## src/hdl/rdsc_pkg.sv

```systemverilog
// Summary of operation
// - Each card takes five bytes of relay bits shifted in serially.
// - A data bit is captured on each rising edge of the shift clock while chip select is low.
// - Once the chain is full each new bit pushes the oldest bit out.
// - A high strobe copies each selected slot's shift chain into its output latches.
// - On strobe the selected relays energize if outputs are enabled.
// - Driver outputs are active low; low energizes a relay.
// - While the output-disable line is high every driver is off.
// - A four-bit slot address routes data, clock and select to a slot.
// - Address all ones loads the strobe-select chain choosing slots.
package rdsc_pkg;
    localparam int BYTES_PER_CARD = 5;
    localparam int BITS_PER_BYTE = 8;
    localparam int SLOT_COUNT = 15;
    localparam int ADDR_W = 4;
    localparam logic [3:0] STROBE_SEL_ADDR = 4'hF;
    localparam logic OUT_OFF = 1'b1;
endpackage

```

## src/hdl/rdsc_relay_chain.sv

```systemverilog
`timescale 1ns/100ps
module rdsc_relay_chain #(
    parameter int BYTES = rdsc_pkg::BYTES_PER_CARD,
    parameter int SLOTS = rdsc_pkg::SLOT_COUNT
) (
    input wire logic core_clk,
    input wire logic rst_b,
    input wire logic relay_data,
    input wire logic shift_clk,
    input wire logic chip_sel_b,
    input wire logic strobe,
    input wire logic relay_output_disable,
    input wire logic [rdsc_pkg::ADDR_W-1:0] slot_addr,
    output logic [SLOTS*BYTES*rdsc_pkg::BITS_PER_BYTE-1:0] relay_drive_b,
    output logic [SLOTS-1:0] chain_out,
    output logic [SLOTS-1:0] strobe_select_data
);

    // bits per byte, per card and across the backplane
    localparam int BPB = rdsc_pkg::BITS_PER_BYTE;
    localparam int NB = BYTES * BPB;
    localparam int AW = rdsc_pkg::ADDR_W;
    localparam int DW = SLOTS * NB;

    typedef struct packed {
        // last sampled level of the host shift clock
        logic clk_d;
        // serial chains, then the latches behind them
        logic [SLOTS-1:0][NB-1:0] shift;
        logic [SLOTS-1:0][NB-1:0] latch;
        // strobe-select chain and cascade bits
        logic [SLOTS-1:0] sel;
        logic [SLOTS-1:0] cout;
        // registered copy of the driver pins
        logic [DW-1:0] drive_b;
    } rdsc_state_t;

    // drivers leave reset switched off, never energized
    localparam rdsc_state_t ST_RESET = '{
        clk_d: 1'b0,
        shift: '0,
        latch: '0,
        sel: '0,
        cout: '0,
        drive_b: {DW{rdsc_pkg::OUT_OFF}}
    };

    rdsc_state_t st_reg;
    rdsc_state_t st_next;

    // host clock edge and address decode
    logic shift_rise;
    logic shift_take;
    logic addr_is_sel;
    logic addr_in_range;
    logic sel_take;

    // per-slot routing of data, clock, select and strobe
    logic [SLOTS-1:0] slot_match;
    logic [SLOTS-1:0] slot_data;
    logic [SLOTS-1:0] slot_clk_rise;
    logic [SLOTS-1:0] slot_cs_b;
    logic [SLOTS-1:0] slot_hit;
    logic [SLOTS-1:0] slot_strobe;

    // select chain
    logic [SLOTS-1:0] sel_in;
    logic [SLOTS-1:0] sel_upd;

    // card chains, byte by byte
    logic [SLOTS-1:0][BYTES-1:0] byte_in;
    logic [SLOTS-1:0][BYTES-1:0] byte_out;
    logic [SLOTS-1:0][NB-1:0] shift_upd;
    logic [SLOTS-1:0] cout_upd;

    // output side
    logic [SLOTS-1:0][NB-1:0] latch_upd;
    logic [SLOTS-1:0][NB-1:0] drive_upd;

    // shift_clk is sampled, so each level must last a core_clk cycle
    assign shift_rise = shift_clk & ~st_reg.clk_d;

    assign shift_take = shift_rise &
        ~chip_sel_b;

    assign addr_is_sel = (slot_addr == rdsc_pkg::STROBE_SEL_ADDR);

    // addresses past the last fitted slot shift no card chain
    assign addr_in_range = (32'(slot_addr) < SLOTS);

    assign sel_take = shift_take &
        addr_is_sel;

    generate
        for (genvar s = 0; s < SLOTS; s++) begin : g_decode
            // the address routes data, clock and select to one slot
            assign slot_match[s] = addr_in_range & ~addr_is_sel &
                (slot_addr == AW'(s));

            assign slot_data[s] = slot_match[s] &
                relay_data;

            assign slot_clk_rise[s] = slot_match[s] & shift_rise;

            assign slot_cs_b[s] = ~slot_match[s] |
                chip_sel_b;

            assign slot_hit[s] = slot_clk_rise[s] &
                ~slot_cs_b[s];

            // strobe is a level; only selected slots listen
            assign slot_strobe[s] = strobe & st_reg.sel[s];
        end
    endgenerate

    generate
        for (genvar s = 0; s < SLOTS; s++) begin : g_select
            // pattern enters at slot 0 and moves towards higher slots
            if (s == 0) begin : g_head
                assign sel_in[s] = relay_data;
            end else begin : g_link
                assign sel_in[s] = st_reg.sel[s-1];
            end

            assign sel_upd[s] = sel_take ?
                sel_in[s] :
                st_reg.sel[s];
        end
    endgenerate

    generate
        for (genvar s = 0; s < SLOTS; s++) begin : g_card
            for (genvar k = 0; k < BYTES; k++) begin : g_byte
                // each byte register feeds the next one up the chain
                if (k == 0) begin : g_first
                    assign byte_in[s][k] = slot_data[s];
                end else begin : g_next
                    assign byte_in[s][k] = byte_out[s][k-1];
                end

                assign byte_out[s][k] = st_reg.shift[s][k*BPB+BPB-1];

                for (genvar j = 0; j < BPB; j++) begin : g_bit
                    localparam int IDX = k * BPB + j;
                    logic bit_in;

                    if (j == 0) begin : g_low
                        assign bit_in = byte_in[s][k];
                    end else begin : g_up
                        assign bit_in = st_reg.shift[s][IDX-1];
                    end

                    assign shift_upd[s][IDX] = slot_hit[s] ?
                        bit_in :
                        st_reg.shift[s][IDX];
                end
            end
        end
    endgenerate

    generate
        for (genvar s = 0; s < SLOTS; s++) begin : g_cascade
            // oldest bit of the full chain leaves for the next card
            assign cout_upd[s] = slot_hit[s] ?
                byte_out[s][BYTES-1] :
                st_reg.cout[s];
        end
    endgenerate

    generate
        for (genvar s = 0; s < SLOTS; s++) begin : g_latch
            for (genvar b = 0; b < NB; b++) begin : g_bit
                // a held strobe keeps copying; late shifts show through
                assign latch_upd[s][b] = slot_strobe[s] ?
                    st_reg.shift[s][b] :
                    st_reg.latch[s][b];
            end
        end
    endgenerate

    generate
        for (genvar s = 0; s < SLOTS; s++) begin : g_drive
            for (genvar b = 0; b < NB; b++) begin : g_bit
                // disable wins even in the strobe cycle
                assign drive_upd[s][b] = relay_output_disable ?
                    rdsc_pkg::OUT_OFF :
                    ~latch_upd[s][b];
            end
        end
    endgenerate

    // one combined next-state copy, registered below
    always_comb begin
        st_next = st_reg;

        st_next.clk_d = shift_clk;

        st_next.shift = shift_upd;
        st_next.cout = cout_upd;

        st_next.sel = sel_upd;

        st_next.latch = latch_upd;
        st_next.drive_b = drive_upd;
    end

    always_ff @(posedge core_clk or negedge rst_b) begin
        if (!rst_b) begin
            // constants only; relays stay off until a strobe
            st_reg <= ST_RESET;
        end else begin
            st_reg <= st_next;
        end
    end

    // every output comes straight from the state flops
    assign relay_drive_b = st_reg.drive_b;
    assign chain_out = st_reg.cout;
    assign strobe_select_data = st_reg.sel;
endmodule

```

## config.mk

```make
export PLATFORM = sky130hd
export DESIGN_NAME = rdsc_relay_chain
export DESIGN_NICKNAME = d
export VERILOG_FILES = /design/src/hdl/rdsc_pkg.sv /design/src/hdl/rdsc_relay_chain.sv
export SDC_FILE = /design/constraint.sdc
export NUM_CORES = 2
export LEC_CHECK = 0
export ABC_AREA = 1
export BUFFER_PORTS_ARGS = -buffer_cell sky130_fd_sc_hd__buf_2
export CORE_ASPECT_RATIO = 1.1
export CORE_MARGIN = 2
export CORE_UTILIZATION = 35
export DETAILED_ROUTE_END_ITERATION = 6
export RECOVER_POWER = 100
export REMOVE_ABC_BUFFERS = 1
export SYNTH_ARGS = -nofsm -noshare
export SYNTH_HDL_FRONTEND = slang
export SYNTH_SLANG_ARGS = --single-unit
```

## constraint.sdc

```tcl
create_clock -name core_clk -period 3.6 [get_ports core_clk]
set_input_delay 0.72 -clock core_clk [delete_from_list [all_inputs] [get_ports core_clk]]
set_output_delay 0.72 -clock core_clk [all_outputs]
set_load 0.05 [all_outputs]
```

==> out/results.txt <==
In this run the worst setup path begins at shift_clk. The run gives 204000 um2 as the placeable core area. The ratio of cells with drive above 1 in the final layout works out to 14.7%. Detailed-router iteration count before antenna repair: 7.

The count of pins over their slew limit is 915, and the final setup violation count is 0. Summing all placed instances gives a cell area of 72900 um2. In this run the clock root is driven by a sky130_fd_sc_hd__clkbuf_16.

Across all hold checks on the routed design, the worst slack comes to 406 ps. The run gives 47000 as the via count of the routed design. The multi-input combinational cells in the finished layout cover a total of 18000 um2.

For the fill cell total of the finished layout, the log shows 20300. The endpoint class of the critical path is a register. The synthesized instance count is 7278. Detail-routed via count per cell: 4.67. Class of the worst hold path: input port to register. The register area is 46600 um2, and the maximum number of pins on one net before global-route repair is 122. The worst-case vdd ir drop is 0.396 mV. Max-cap violations in this run came to 15. The run gives 46900 as the number of global-route vias before repair. After synthesis, the cell types taking the most area are sky130_fd_sc_hd__dfrtp_1 (43%), sky130_fd_sc_hd__dfstp_2 (22%), sky130_fd_sc_hd__nand2_1 (16%), sky130_fd_sc_hd__nand3_1 (8.6%), sky130_fd_sc_hd__buf_4 (6.9%).

After the first detailed-routing iteration, the DRC count stood at 4004. The routed length on met3 was 7.86 mm. The checks that failed: max-capacitance violations, max-slew violations.

The average size of a mapped cell works out to 9.82 um2. The share of synthesized area in the top cell type comes to 43.1%. The run gives 0 as the final-report hold violation count. The detailed router put a total of 79.6 mm of wire on met1.

The logs give 4310 ps for the critical path data required time and 0 for the total DRC errors in the routed layout. The global-route wire length before repair is 280 mm, and the die width is 435 um. The mapped netlist covers 71500 um2. The gate family responsible for the most delay along the worst path was buffers and inverters.

The HPWL reported at the end of detailed placement is 116 mm. The number of clock sinks was 1831; the time the final worst path needs with I/O delays and setup was 3090 ps. On the critical path, the stage with the largest delay is an instance of sky130_fd_sc_hd__clkbuf_2. Total routing resource utilization after global routing: 17.0%.

In this run, placement finished with an instance count of 9702. TritonCTS built the clock tree. The clock transition at the register clock pins on the worst setup and hold paths after CTS came out at 60 ps. The number of input and output port buffers inserted is 640, and the post-synthesis register bit count is 1831.

The clock arrives with 50.3 ps of skew. The largest incremental delay on the critical path came out at 600 ps. The initial antenna violation count was 9; the final weighted congestion of routability-driven global placement was 0.814. The share of the Yosys chip area taken by registers is 65.1%. For the post-route cell area, the log shows 78400 um2. The tools report the number of rows created at floorplan as 174. The run finished, with violations left.

The detail route stage leaves a number of antenna-violating nets equal to 0. The final wirelength is 179 mm. The worst register-to-register path begins at st_reg[1830]. The signal on the critical path passes through dlygate4sd3_1 > buf_2 > nand2_1 > nor2_1 > buf_12 > clkbuf_2 > nand2_1 > clkbuf_2 > nand2_1 > nand2_1.

The critical path's most frequent cell was sky130_fd_sc_hd__nand2_1. Of all nets on the critical path, the largest fanout is 41. At the pin with the least slew margin, the transition time is 2240 ps.

For the routed wire length on met2, the log shows 85.2 mm. The number of buffers between clock root and the deepest sink was 3. The hold path startpoint is strobe.

The remaining global-route overflow was 0. For this run, the top clock speed supported by timing is 323 MHz. The most common cell after layout, fill and taps aside was sky130_fd_sc_hd__nand2_1. Net count reported at finish: 7173. Summed over all cells, the static leakage comes to 38.5 nW.

The finished layout holds 10100 standard cells, fillers aside. The biggest area contributor in the post-synthesis netlist is sky130_fd_sc_hd__dfrtp_1. The number of I/O pins was 641; the number of flip-flops under the largest register name was 601.

Yosys printed 0 warnings. In this run the power density over the cells is 540 nW/um2. The area growth from synthesis to layout is 9.58%. In the layout the commonest cells are sky130_fd_sc_hd__nand2_1 (3090), sky130_fd_sc_hd__nand3_1 (1230), sky130_fd_sc_hd__dfrtp_1 (1228), sky130_fd_sc_hd__clkbuf_1 (695), sky130_fd_sc_hd__dfstp_2 (600). For this configuration, the core starts out at a cell density of 35.1%. In the final routed layout, each cell accounts on average for 17.8 um. In this run the number of H-tree levels came out at 4.

Headroom to the max-slew limit came out at -49.1%. The die covers 208000 um2. The number of clock buffers inserted by TritonCTS was 184. By startpoint and endpoint, the worst setup path is classified as input port to register. The fraction of the cycle the final worst path needs works out to 86.0%.

The die boundary height came out at 478 um. The run gives 14 as the distinct cell type count of the synthesized netlist. The highest metal layer carrying signal wires in the routed design is met4.

Data on the critical path arrives at its endpoint at 3800 ps. The nature of the critical path startpoint was an input port. The critical path contains buffers and inverters numbering 5 combined. Setup repair after global routing left no endpoint under its margin. The number of setup buffers added after CTS is 0. The clock insertion delay at the later pin of the skew report is 850 ps.
==> per-layer routing <==
metal,global-route usage (%),vias to the layer above
met5,0,-
li1,-,22200
met4,6.20,0
met3,2.67,238
met1,23.3,23400
met2,27.2,1191
==> final cells by class <==
type | instances | area share (%)
repair buffers | 792 | 4.62
diodes | 4 | 0.0128
clock buffers | 257 | 6.95
clock inverters | 92 | 1.58
flip-flops and latches | 1831 | 59.4
multi-input cells | 4347 | 23.0
well taps | 2728 | 4.36
inverters | 6 | 0.0383
==> where the power goes <==
part	internal [W]	switching (W)	leakage, nW
Sequential	0.0207	0.0000347	23.5
Clock	0.0121	0.00848	3.28
Combinational	0.000135	0.000924	11.8
Total	0.0329	0.00944	38.5
==> through the flow <==
step	power (W)	utilization [%]	setup TNS, ps	setup WS, ps
floorplan	0.0213	-	-5529780	-7800
global placement	0.0222	35.8	0	897
detailed placement	0.0222	35.8	0	854
CTS	0.0430	39.1	0	641
global route	0.0438	38.5	0	317
finish	0.0423	38.5	0	505
==> worst register-to-register path, delay by kind of cell, from the launching register on <==
kind	cells	cell delay (ps)
simple gates	5	990
buf+inv	4	1480
flops	1	370
==> synth_stat cells <==
cell type / number
sky130_fd_sc_hd__buf_2: 221
sky130_fd_sc_hd__nand2_4: 5
sky130_fd_sc_hd__buf_1: 39
sky130_fd_sc_hd__nand2_2: 13
sky130_fd_sc_hd__nand3_1: 1230
sky130_fd_sc_hd__dfrtp_1: 1231
sky130_fd_sc_hd__buf_4: 654
sky130_fd_sc_hd__clkbuf_1: 175
sky130_fd_sc_hd__nand2_1: 3082
sky130_fd_sc_hd__nor2_4: 14
sky130_fd_sc_hd__buf_6: 5
sky130_fd_sc_hd__dfstp_2: 600
sky130_fd_sc_hd__inv_2: 6
sky130_fd_sc_hd__nor2_2: 3
==> cell families after synthesis <==
group	count (synthesis)	synth area share (%)
AND/OR/NAND/NOR	4347	25.2
flip-flops	1831	65.1
buffers and inverters	1100	9.65
==> final timing paths <==
path,endpoint,slack [ps],cells past startpoint
setup / recovery,g_card[1].g_byte[4].g_bit[7].bit_in,510,10
hold / removal,st_reg[1074],410,3
setup reg to reg,g_card[1].g_byte[4].g_bit[7].bit_in,620,9
hold reg to reg,relay_drive_b[215],460,3
max in group asynchronous,g_card[3].g_byte[3].g_bit[5].bit_in,710,4
min in group asynchronous,st_reg[917],460,2
==> what timing repair did <==
action,in CTS,in global routing
endpoints found under the hold margin,29,0
hold buffers,2,0
resized for setup,0,0
Note: power is estimated with default switching activity, not from simulation.
